## src/hw/ncs_consts.svh

```systemverilog
/*
 * constants of the nvm command sequencer: command codes, timing counts,
 * reset values and field positions.
 * assumes inclusion by bare name; definitions only.
 */
`ifndef NCS_CONSTS_SVH
`define NCS_CONSTS_SVH

// command codes
`define NCS_CMD_BLANK 8'h05
`define NCS_CMD_BYTE 8'h20
`define NCS_CMD_BURST 8'h25
`define NCS_CMD_SECT 8'h40
`define NCS_CMD_MASS 8'h41
`define NCS_CMD_ABORT 8'h47

// program timing clock periods per command
`define NCS_TICKS_BYTE 15'h0009
`define NCS_TICKS_BURST 15'h0004
`define NCS_TICKS_SECT 15'h0FA0
`define NCS_TICKS_MASS 15'h4E20
`define NCS_TICKS_ABORT 15'h0004
`define NCS_TICKS_BLANK 15'h0001

// reset values
`define NCS_DIV_RST 8'h00
`define NCS_CMD_RST 8'h00

// burst block: address bits from this index up name a 32-byte block
`define NCS_BLOCK_LSB 5

`endif

```

## src/hw/ncs_pkg.sv

```systemverilog
/*
 * types of the nvm command sequencer.
 * assumes ncs_consts.svh for all numeric constants.
 */
package ncs_pkg;

	typedef struct packed {
		logic [7:0] cmd;
		logic eeprom;
		logic [16:0] addr;
		logic [7:0] data;
	} ncs_op_t;

	typedef struct packed {
		logic cbef;
		logic ccf;
		logic access_error_flag;
		logic div_set;
	} ncs_status_t;

	typedef enum logic [1:0] {
		SEQ_IDLE,
		SEQ_ADDR,
		SEQ_CMD
	} ncs_seq_t;

	typedef enum logic {
		PROC_IDLE,
		PROC_RUN
	} ncs_proc_t;

endpackage : ncs_pkg

```

## src/hw/ncs_sequencer.sv

```systemverilog
/*
 * nvm command sequencer: three-step command protocol, program timing
 * clock divider, command processor with burst and sector erase abort.
 * assumes processor-bus strobes are one-cycle pulses on clock.
 */
`timescale 1ns/1ps
`include "ncs_consts.svh"

// Summary of operation
// - divider accepts one write after reset
// - pulses timed in whole timing clock periods
// - byte 9 periods, burst and abort 4
// - sector erase 4000, mass erase 20000
// - array write latches address and data first
// - flash and eeprom erase independently
// - codes 05 blank, 20 byte, 25 burst
// - codes 40 sector, 41 mass, 47 abort
// - writing one to buffer empty launches
// - writing zero cancels sequence, sets access error
// - complete flag sets when a command finishes with none queued
// - pump stays on for queued same-block burst
// - first or new-block burst byte takes byte time
// - no queued burst turns pump off
// - abort is array write, 47, launch
// - cut erase sets access error with complete
// - erase finishing normally leaves access error clear
// - abort keeps buffer empty clear; new sequence errors
// - access error cleared by one; blocks commands
// - unknown command code sets access error
// - early or busy array write sets access error
module ncs_sequencer (
	input wire logic clock,
	input wire logic rst,
	input wire logic array_wr,
	input wire logic array_eeprom,
	input wire logic [16:0] array_addr,
	input wire logic [7:0] array_data,
	input wire logic div_wr,
	input wire logic [7:0] div_data,
	input wire logic cmd_wr,
	input wire logic [7:0] cmd_data,
	input wire logic stat_wr,
	input wire logic stat_cbef_wdata,
	input wire logic stat_access_error_wdata,
	input wire logic ctrl_access,
	input wire logic stop_entry,
	output ncs_pkg::ncs_status_t status,
	output logic [7:0] clock_divider_reg,
	output ncs_pkg::ncs_op_t exec_op,
	output logic exec_busy,
	output logic pump_on,
	output logic timing_tick
);

	function automatic logic code_ok(input logic [7:0] c);
		code_ok = (c == `NCS_CMD_BLANK) || (c == `NCS_CMD_BYTE) ||
			(c == `NCS_CMD_BURST) || (c == `NCS_CMD_SECT) ||
			(c == `NCS_CMD_MASS) || (c == `NCS_CMD_ABORT);
	endfunction : code_ok

	function automatic logic same_block(input ncs_pkg::ncs_op_t a,
		input ncs_pkg::ncs_op_t b);
		same_block = (a.eeprom == b.eeprom) &&
			(a.addr[16:`NCS_BLOCK_LSB] == b.addr[16:`NCS_BLOCK_LSB]);
	endfunction : same_block

	function automatic logic [14:0] cmd_ticks(input logic [7:0] c,
		input logic fast);
		case (c)
			`NCS_CMD_BYTE: cmd_ticks = `NCS_TICKS_BYTE;
			`NCS_CMD_BURST: cmd_ticks = fast ? `NCS_TICKS_BURST : `NCS_TICKS_BYTE;
			`NCS_CMD_SECT: cmd_ticks = `NCS_TICKS_SECT;
			`NCS_CMD_MASS: cmd_ticks = `NCS_TICKS_MASS;
			`NCS_CMD_ABORT: cmd_ticks = `NCS_TICKS_ABORT;
			default: cmd_ticks = `NCS_TICKS_BLANK;
		endcase
	endfunction : cmd_ticks

	ncs_pkg::ncs_seq_t seq_reg;
	ncs_pkg::ncs_proc_t proc_reg;
	logic div_set_reg;
	logic [7:0] div_cnt_reg;
	logic tick_reg;
	logic cbef_reg;
	logic ccf_reg;
	logic access_error_reg;
	ncs_pkg::ncs_op_t latch_reg;
	ncs_pkg::ncs_op_t buf_reg;
	logic buf_full_reg;
	logic abort_req_reg;
	ncs_pkg::ncs_op_t cur_reg;
	logic [14:0] cnt_reg;
	logic cut_reg;
	logic keep_reg;
	logic pump_reg;

	// protocol decode
	wire blocked = access_error_reg;
	wire arr_ok = array_wr && !blocked && div_set_reg && cbef_reg &&
		seq_reg == ncs_pkg::SEQ_IDLE;
	wire arr_bad = array_wr && !arr_ok;
	wire cmd_ok = cmd_wr && !blocked && seq_reg == ncs_pkg::SEQ_ADDR &&
		code_ok(cmd_data);
	wire cmd_bad = cmd_wr && !blocked && seq_reg != ncs_pkg::SEQ_IDLE && !cmd_ok;
	wire launch = stat_wr && stat_cbef_wdata && !blocked &&
		seq_reg == ncs_pkg::SEQ_CMD;
	wire launch_abort = launch && latch_reg.cmd == `NCS_CMD_ABORT;
	wire launch_norm = launch && !launch_abort;
	wire cancel = stat_wr && !stat_cbef_wdata && !blocked &&
		seq_reg != ncs_pkg::SEQ_IDLE;
	wire ctrl_bad = ctrl_access && !blocked && seq_reg != ncs_pkg::SEQ_IDLE;
	wire acc_clr = stat_wr && stat_access_error_wdata;

	// processor decode
	wire running = proc_reg == ncs_pkg::PROC_RUN;
	wire stop_hit = stop_entry && running;
	wire done = running && tick_reg && cnt_reg == 15'h0001 && !stop_hit;
	wire is_sect = cur_reg.cmd == `NCS_CMD_SECT;
	wire cut_now = running && abort_req_reg && is_sect && !cut_reg &&
		cnt_reg > `NCS_TICKS_ABORT;
	wire take_buf = !running && buf_full_reg;
	wire take_abort = !running && !buf_full_reg && abort_req_reg;
	wire chain = cur_reg.cmd == `NCS_CMD_BURST && buf_full_reg &&
		buf_reg.cmd == `NCS_CMD_BURST && same_block(buf_reg, cur_reg);
	wire cut_done = done && cut_reg;
	wire pending = buf_full_reg || abort_req_reg;
	wire acc_set = arr_bad || cmd_bad || cancel || ctrl_bad || stop_hit ||
		cut_done;
	wire div_take = div_wr && !div_set_reg;

	// next values
	wire access_error_next = acc_set || (access_error_reg && !acc_clr);
	wire [7:0] div_cnt_next = (div_cnt_reg == clock_divider_reg) ? 8'h00 :
		div_cnt_reg + 8'h01;
	wire tick_next = div_set_reg && div_cnt_reg == clock_divider_reg;
	wire [14:0] cnt_dec = cnt_reg - 15'h0001;

	assign status = '{cbef: cbef_reg, ccf: ccf_reg, access_error_flag: access_error_reg,
		div_set: div_set_reg};
	assign exec_op = cur_reg;
	assign exec_busy = running;
	assign pump_on = pump_reg;
	assign timing_tick = tick_reg;

	// divider takes its first write only; later writes are dropped
	always_ff @(posedge clock) begin
		if (rst) begin
			div_set_reg <= 1'b0;
			clock_divider_reg <= `NCS_DIV_RST;
		end else if (div_take) begin
			div_set_reg <= 1'b1;
			clock_divider_reg <= div_data;
		end
	end

	// timing clock as a one-cycle strobe; avoids a derived clock net
	always_ff @(posedge clock) begin
		if (rst) begin
			div_cnt_reg <= 8'h00;
			tick_reg <= 1'b0;
		end else begin
			div_cnt_reg <= div_set_reg ? div_cnt_next : 8'h00;
			tick_reg <= tick_next;
		end
	end

	always_ff @(posedge clock) begin
		if (rst) begin
			access_error_reg <= 1'b0;
		end else begin
			access_error_reg <= access_error_next;
		end
	end

	// command write sequence
	always_ff @(posedge clock) begin
		if (rst) begin
			seq_reg <= ncs_pkg::SEQ_IDLE;
			latch_reg <= '0;
		end else begin
			case (seq_reg)
				ncs_pkg::SEQ_IDLE: begin
					if (arr_ok) begin
						seq_reg <= ncs_pkg::SEQ_ADDR;
						latch_reg <= '{cmd: `NCS_CMD_RST, eeprom: array_eeprom,
							addr: array_addr, data: array_data};
					end
				end
				ncs_pkg::SEQ_ADDR: begin
					if (cmd_ok) begin
						seq_reg <= ncs_pkg::SEQ_CMD;
						latch_reg.cmd <= cmd_data;
					end else if (acc_set) begin
						seq_reg <= ncs_pkg::SEQ_IDLE;
					end
				end
				ncs_pkg::SEQ_CMD: begin
					if (launch || acc_set) begin
						seq_reg <= ncs_pkg::SEQ_IDLE;
					end
				end
				default: seq_reg <= ncs_pkg::SEQ_IDLE;
			endcase
		end
	end

	// buffer empty flag: cleared by launch, set once the processor takes it; after an abort, set when the abort or cut erase ends
	always_ff @(posedge clock) begin
		if (rst) begin
			cbef_reg <= 1'b1;
		end else if (take_buf || (done && cur_reg.cmd == `NCS_CMD_ABORT)) begin
			cbef_reg <= 1'b1;
		end else if (cut_done || stop_hit) begin
			cbef_reg <= 1'b1;
		end else if (launch) begin
			cbef_reg <= 1'b0;
		end
	end

	always_ff @(posedge clock) begin
		if (rst) begin
			buf_full_reg <= 1'b0;
			buf_reg <= '0;
			abort_req_reg <= 1'b0;
		end else begin
			if (launch_norm) begin
				buf_full_reg <= 1'b1;
				buf_reg <= latch_reg;
			end else if (take_buf || stop_hit) begin
				buf_full_reg <= 1'b0;
			end
			if (launch_abort) begin
				abort_req_reg <= 1'b1;
			end else if (cut_now || take_abort || stop_hit) begin
				abort_req_reg <= 1'b0;
			end
		end
	end

	// complete flag: low from launch until nothing is left to run
	always_ff @(posedge clock) begin
		if (rst) begin
			ccf_reg <= 1'b1;
		end else if (launch) begin
			ccf_reg <= 1'b0;
		end else if (stop_hit || (done && !pending)) begin
			ccf_reg <= 1'b1;
		end
	end

	// command processor; erase acts on cur_reg.eeprom's array only
	always_ff @(posedge clock) begin
		if (rst) begin
			proc_reg <= ncs_pkg::PROC_IDLE;
			cur_reg <= '0;
			cnt_reg <= 15'h0000;
			cut_reg <= 1'b0;
		end else begin
			case (proc_reg)
				ncs_pkg::PROC_IDLE: begin
					if (take_buf) begin
						proc_reg <= ncs_pkg::PROC_RUN;
						cur_reg <= buf_reg;
						cnt_reg <= cmd_ticks(buf_reg.cmd, keep_reg);
						cut_reg <= 1'b0;
					end else if (take_abort) begin
						proc_reg <= ncs_pkg::PROC_RUN;
						cur_reg.cmd <= `NCS_CMD_ABORT;
						cnt_reg <= `NCS_TICKS_ABORT;
						cut_reg <= 1'b0;
					end
				end
				ncs_pkg::PROC_RUN: begin
					if (stop_hit || done) begin
						proc_reg <= ncs_pkg::PROC_IDLE;
					end else if (cut_now) begin
						cnt_reg <= `NCS_TICKS_ABORT;
						cut_reg <= 1'b1;
					end else if (tick_reg) begin
						cnt_reg <= cnt_dec;
					end
				end
				default: proc_reg <= ncs_pkg::PROC_IDLE;
			endcase
		end
	end

	// charge pump: held across a same-block burst queued before completion
	always_ff @(posedge clock) begin
		if (rst) begin
			pump_reg <= 1'b0;
			keep_reg <= 1'b0;
		end else if (stop_hit) begin
			pump_reg <= 1'b0;
			keep_reg <= 1'b0;
		end else if (done) begin
			pump_reg <= chain;
			keep_reg <= chain;
		end else if (take_buf || take_abort) begin
			pump_reg <= 1'b1;
			keep_reg <= 1'b0;
		end
	end
endmodule : ncs_sequencer

```

## config.mk

```make
export PLATFORM = sky130hd
export DESIGN_NAME = ncs_sequencer
export DESIGN_NICKNAME = d
export VERILOG_FILES = /design/src/hw/ncs_pkg.sv /design/src/hw/ncs_sequencer.sv
export VERILOG_INCLUDE_DIRS = /design/src /design/src/hw
export SDC_FILE = /design/constraint.sdc
export NUM_CORES = 1
export LEC_CHECK = 0
export BUFFER_PORTS_ARGS = -buffer_cell sky130_fd_sc_hd__buf_2
export CORE_MARGIN = 1
export CORE_UTILIZATION = 55
export CTS_CLUSTER_SIZE = 30
export DETAILED_ROUTE_END_ITERATION = 7
export PLACE_DENSITY = 0.78
export SLEW_MARGIN = 10
export SYNTH_ARGS = -nofsm -noshare
export SYNTH_HDL_FRONTEND = slang
export SYNTH_SLANG_ARGS = --single-unit
```

## constraint.sdc

```tcl
create_clock -name clock -period 2.5 [get_ports clock]
set_input_delay 0.375 -clock clock [delete_from_list [all_inputs] [get_ports clock]]
set_output_delay 0.375 -clock clock [all_outputs]
set_load 0.005 [all_outputs]
```

## After elaboration in Yosys (flattened, before gate mapping)

Cells that the tools add are included.
Widths: inputs -> output; s select.

- Register bits: 146
- Logic and storage cells: 191
- Output and inout bits: 49

- Multiplexer cells: 37
- Reduce and logical (&&, ||, !) cells: 93
- Equality and inequality tests: 29
- $lt $le $gt $ge: 1
- $add $sub $neg: 2
- Bitwise operators: 2

Operators by type and width:

| operator | number |
|---|---|
| $mux 15 | 5 |
| $pmux 15 s5 | 1 |
| $eq 8x7->1 const B | 9 |
| $logic_and 1x1->1 | 42 |
| $eq 8x6->1 const B | 5 |
| $mux 34 | 1 |
| $pmux 15 s2 | 1 |
| $mux 8 | 3 |
| $logic_or 1x1->1 | 21 |
| $mux 1 | 17 |
| $pmux 8 s2 | 1 |
| $eq 15x1->1 const B | 1 |
| $gt 15x3->1 const B | 1 |
| $sub 15x1->15 const B | 1 |
| $reduce_bool 2->1 | 7 |
| $eq 12x12->1 | 1 |
| $logic_not 1->1 | 12 |
| $reduce_and 3->1 | 4 |
| $add 8x1->8 const B | 1 |
| $eq 8x3->1 const B | 1 |
| $eq 8x8->1 | 1 |
| $mux 2 | 4 |
| $ne 2x2->1 const B | 3 |
| $ne 3x3->1 const B | 2 |
| other kinds (13) | 19 |

## Depth between registers and ports, before layout

Gate-level depths: netlist (run 1).

- Depth after elaboration: 17
- Mapped depth: 9
- Mapped depth without buffers: 8

## Least setup slack after synthesis (run 1)

OpenSTA, ideal clock, no wires.

- Path kind: reg2reg
- Start: register cnt_reg[8]
- End: register cnt_reg[13]
- Stages on the path, launching flop included: 9
- Setup time: 0.070 ns
- Arrival time: 1.865 ns
- Period minus slack after synthesis: 1.936 ns
- Path slack: 0.564 ns
- Required time: 2.430 ns
- Cell sequence: dfxtp_1 > buf_6 > or3_4 > nor2_2 > a31o_1 > buf_6 > nand2_2 > or4_1 > a21oi_1

- Longest elaborated chain between the ends: 6
- Elaborated cells on any way between the ends: 14
- Those cells by class: 1 x add/sub; 1 x order compare; 3 x eq/ne; 4 x mux; 5 x reduce/logical

RTL lines:

| element | RTL line | source |
|---|---|---|
| start, declared | ncs_sequencer.sv:92 | `logic [14:0] cnt_reg;` |
| start signal, assigned | ncs_sequencer.sv:264 | `cnt_reg <= cmd_ticks(buf_reg.cmd, keep_reg);` |
| start signal, assigned | ncs_sequencer.sv:269 | `` cnt_reg <= `NCS_TICKS_ABORT; `` |
| start signal, assigned | ncs_sequencer.sv:277 | `` cnt_reg <= `NCS_TICKS_ABORT; `` |
| branches (longest 6 deep; another with $sub 15x1->15) | - |  |

Several ways; the timed one is not identified. The select of a mux whose other input is x is not followed.
A chain may end at the register's enable or synchronous reset.

## Worst setup path after layout (run 1)

- Start: register cnt_reg[0]
- End: register cnt_reg[13]

The elaborated chain is that of the path after synthesis.

==> results.cfg, run 1 <==
[place]
dp_hpwl_um = 10530
placed_cell_area_um2 = 6782
port_buffers = 100
place.gp.congestion = 0.9044

[flow_run]
max_cap_viol_count = 0

[sta]
min_period_over_period_pct = 90.07
final-setup-viol-count = 0
hold_viol = 0
rsz0062_at_grt = false
drv_slew = 0
final.min_clock_period_ns = 2.252
skew_ns = 0.005544
worst_pin_slew_ns = 0.6966
maxSlewHeadroom_pct = 53.07
holdWs_ns = 0.07284
fin_tns_setup_ns = 0
fmax_mhz = 444.1

[routing]
postRouteAntennaNets = 0
drt-initial-drc-count = 337
via_per_inst = 5.578
wl_um = 15230
routedWlPerCell_um = 15.02
route.detailed.drc = 0
firstDrtPassIters = 5
vias = 5656

[grt]
grt_usage_pct = 28.20
grt_max_degree = 44
overflow = 0
grt_pass1_wl_um = 25360
antenna_found_initial = 0
grt_pass1_vias = 5353

[cts]
clock_path_buffers = 2
cts_buffers = 17
cts_root_buf = clkbuf_8
path_clk_slew_ns = 0.06
cts-htree-levels = 4
cts.sinks = 146
holdBufCountCts = 0
clock_latency_ns = 0.53
cts_tree = done

[synthesis]
synth_edf_count = 0
ys_seq_area_share_pct = 47.88
syn_inst = 763
async_flop_share_pct = 0
synth_top_cell_by_area = dfxtp_1
synth_cell_types = 58
yosys_most_used_dff = dfxtp_1
ys.warnings.count = 0
synth.top_cell.area_share_pct = 47.88
avgSynthCellArea_um2 = 8.001
syn_nets = 818
yosys_register_bits = 146
synth_area_um2 = 6105
synth_area_leaders = dfxtp_1, nand2_1, a21oi_1

[worst_setup_path]
start_kind = register
regToRegSetupSlack_ns = 0.25
crit_required_ns = 2.97
critPathCaptureType = register
crit_type = register to register
crit_fanout = 10
arrival_ns = 2.72

[pwr]
leakage_nw = 2.941
p_per_area_nw_per_um2 = 680.8
max-vdd-ir-drop_mv = 0.4825

[cells_and_area]
drive_above_1_share_pct = 19.45
insertedDiodeCount = 0
multi_input_area_um2 = 2950
layout_common_cells = nand2_1, dfxtp_1, a21oi_1
nets = 916
syn_to_final_growth_pct = 20.45
stdcell_area_um2 = 7353
layout_commonest_cell = nand2_1
seq_area_um2 = 2923
fillCellCount = 908

[floorplan]
die_h_um = 107.4
pin_count = 101
dieArea_um2 = 11530
die_w_um = 107.4
rows = 38
core_um2 = 10840
initial_utilization_pct = 56.31

[outcome]
outcome = complete, no violations

[min_path]
min_path_type = input pin to register
[critical path, cell delays in order (launching register included)]
cell,delay (ns)
dfxtp_1,0.34
inv_1,0.09
ha_1,0.19
inv_1,0.06
a211oi_1,0.32
a31o_1,0.46
nand2_2,0.07
or4_1,0.50
a21oi_1,0.15
[repair_timing]
action / 4_1_cts / 5_1_grt
endpoints found under the setup margin: 0 / 1
gates resized for setup: 0 / 1
hold endpoints to repair: 0 / 0
setup buffers: 0 / 0
[logic make-up after synthesis]
kind of cell	after synthesis	share of synthesized area, %
and+or+nand+nor	363	27.08
AOI/OAI and AO/OA	158	14.88
DFF	146	47.88
buffers and inverters	55	3.935
xor gates and xnor gates	30	4.304
muxes	8	1.312
adders and majority gates	3	0.6149
[metrics by stage]
step | utilization [%] | setup slack (ns) | power, mW | std cells
after global placement | 62.56 | 0.3740 | 2.638 | 982
after CTS | 67.80 | 0.2628 | 5.041 | 1014
final | 67.83 | 0.2484 | 5.006 | 1014
after detailed placement | 62.56 | 0.2807 | 2.645 | 982
after global routing | 67.83 | 0.1107 | 5.177 | 1014
after floorplan | - | 0.5644 | 2.548 | 763
[where the power goes]
group | internal [mW] | switching (mW)
clock network | 1.44 | 0.967
logic | 0.0927 | 0.125
registers | 2.36 | 0.0212
[metal layers]
| layer | GRT usage, % | part of all wire, % |
|---|---|---|
| met5 | 0 | 0 |
| met3 | 7.869 | 6.9 |
| met1 | 34.10 | 42 |
| met4 | 13.99 | 3.1 |
| met2 | 46.04 | 48 |
[cell usage after synthesis (9+ instances only)]
cell	instances
nor3_1	14
nand3_1	25
nor2_1	69
a21oi_1	109
xnor2_1	9
o21ai_0	10
nand2_1	187
xor2_1	21
nor4_1	12
clkbuf_1	39
dfxtp_1	146
nand2b_1	9
[path summary, 6_finish.rpt]
kind | start | to | cells past startpoint
worst max-delay path | cnt_reg[0] | cnt_reg[13] | 8
worst min-delay path | array_addr[8] | latch_reg[16] | 3
worst max register to register | cnt_reg[0] | cnt_reg[13] | 8
worst min register to register | latch_reg[3] | buf_reg[3] | 2
[area by class of cell]
type                            count  share of cell area, %
Clock buffer                       19                  5.870
Timing Repair Buffer              125                  9.563
Tap cell                          140                  2.382
Multi-Input combinational cell    562                  40.12
Clock inverter                     13                  1.855
Sequential cell                   146                  39.75
Inverter                            9                 0.4594
No activity file was read; power rests on OpenSTA's default activity.
==> run 2, diff against run 1 <==
--- a/config.mk
+++ b/config.mk
@@ -11,8 +11,8 @@
 export CORE_UTILIZATION = 55
 export CTS_CLUSTER_SIZE = 30
 export DETAILED_ROUTE_END_ITERATION = 7
+export HOLD_SLACK_MARGIN = 0.08
 export PLACE_DENSITY = 0.78
-export SLEW_MARGIN = 10
 export SYNTH_ARGS = -nofsm -noshare
 export SYNTH_HDL_FRONTEND = slang
 export SYNTH_SLANG_ARGS = --single-unit
==> results.cfg, run 2 (synthesized netlist as in run 1, its figures left out) <==
[outcome]
outcome = complete, no violations

[sta]
rsz0062_at_grt = false
maxSlewHeadroom_pct = 52.62
min_period_over_period_pct = 90.42
final-setup-viol-count = 0
worst_pin_slew_ns = 0.7032
holdWs_ns = 0.1076
hold_viol = 0
fmax_mhz = 442.4
skew_ns = 0.005327
final.min_clock_period_ns = 2.260
drv_slew = 0
fin_tns_setup_ns = 0
worst_slack_ns = 0.2396

[grt]
busiest_layer = met2
grt_pass1_vias = 5572
met3_usage_pct = 8.293
grt_use_met2_pct = 49.08
grt_usage_pct = 29.29
antenna_found_initial = 0
grt_pass1_wl_um = 26250
gr-usage-met1_pct = 34.59
overflow = 0
grt_max_degree = 44

[routing]
via_per_inst = 5.528
postRouteAntennaNets = 0
firstDrtPassIters = 6
wl_um = 15880
route.detailed.drc = 0
drt-initial-drc-count = 373
routedWlPerCell_um = 15.20
vias = 5777

[floorplan]
die_h_um = 107.4
pin_count = 101
initial_utilization_pct = 56.31
rows = 38
dieArea_um2 = 11530
core_um2 = 10840
die_w_um = 107.4

[cells_and_area]
layout_commonest_cell = nand2_1
drive_above_1_share_pct = 18.78
layout_common_cells = nand2_1, dfxtp_1, a21oi_1
insertedDiodeCount = 0
nets = 947
seq_area_um2 = 2923
syn_to_final_growth_pct = 25.54
fillCellCount = 866
multi_input_area_um2 = 2950

[place]
place.gp.congestion = 0.9044
dp_hpwl_um = 10530
place_ws_ns = 0.2807
port_buffers = 100

[cts]
clock_latency_ns = 0.53
cts_buffers = 17
path_clk_slew_ns = 0.06
cts.sinks = 146
cts_tree = done
cts_root_buf = clkbuf_8
cts-htree-levels = 4
clock_path_buffers = 2

[pwr]
p_per_area_nw_per_um2 = 658.6
max-vdd-ir-drop_mv = 0.4872
leakage_nw = 3.071
p_total_mw = 5.048

[worst_setup_path]
crit_required_ns = 2.96
critPathCaptureType = register
start_kind = register
crit_type = register to register
arrival_ns = 2.72
crit_fanout = 10

[flow_run]
max_cap_viol_count = 0

[min_path]
min_path_type = input pin to register
-- run 2: cell count changes in the layout (fill, tap and decap cells not counted), sizes merged --
cell / before / now
dlygate4sd3: 0 / 31
-- run 2: layer usage --
layer / wire (µm) / share of wire (%)
met3: 995 / 6.3
met1: 6700 / 42
met4: 444 / 2.8
met5: 0 / 0
met2: 7742 / 49
-- run 2: power by group --
| group | internal (mW) | leakage [nW] | total (mW) | switching (mW) |
|---|---|---|---|---|
| registers | 2.36 | 1.18 | 2.38 | 0.0214 |
| clock network | 1.44 | 0.282 | 2.41 | 0.967 |
| logic | 0.124 | 1.61 | 0.258 | 0.134 |
| total | 3.93 | 3.07 | 5.05 | 1.12 |
-- run 2: repair_timing --
item | in CTS | in global routing
resized for setup | 0 | 1
endpoints found under the setup margin | 0 | 1
hold buffers | 31 | 0
buffers inserted | 0 | 0
endpoints found under the hold margin | 31 | 0
-- run 2: worst paths after layout --
kind              depth (start not counted)  slack [ns]      endpoint     startpoint
setup / recovery                          8        0.24   cnt_reg[13]     cnt_reg[0]
hold / removal                            3        0.11  latch_reg[2]  array_data[2]
setup reg to reg                          8        0.24   cnt_reg[13]     cnt_reg[0]
hold reg to reg                           2        0.45    buf_reg[4]   latch_reg[4]
-- run 2: critical path, stage by stage (launching register included) --
cell and delay [ns]:
dfxtp_1 0.34, inv_1 0.09, ha_1 0.19, inv_1 0.06, a211oi_1 0.33, a31o_1 0.46
nand2_2 0.07, or4_1 0.50, a21oi_1 0.15
-- run 2: through the flow --
stage	instance area [µm²]	cells	utilization, %
after floorplan	6105	763	-
after global placement	6782	982	62.56
after detailed placement	6782	982	62.56
after CTS	7660	1045	70.66
after global routing	7664	1045	70.69
final	7664	1045	70.69
-- run 2: layout make-up --
class	instances	share of cell area, %
clock buffer	19	5.633
clock inverter	13	1.780
inverter	9	0.4408
multi-input combinational	562	38.50
sequential	146	38.14
tap	140	2.286
timing repair buffer	156	13.22
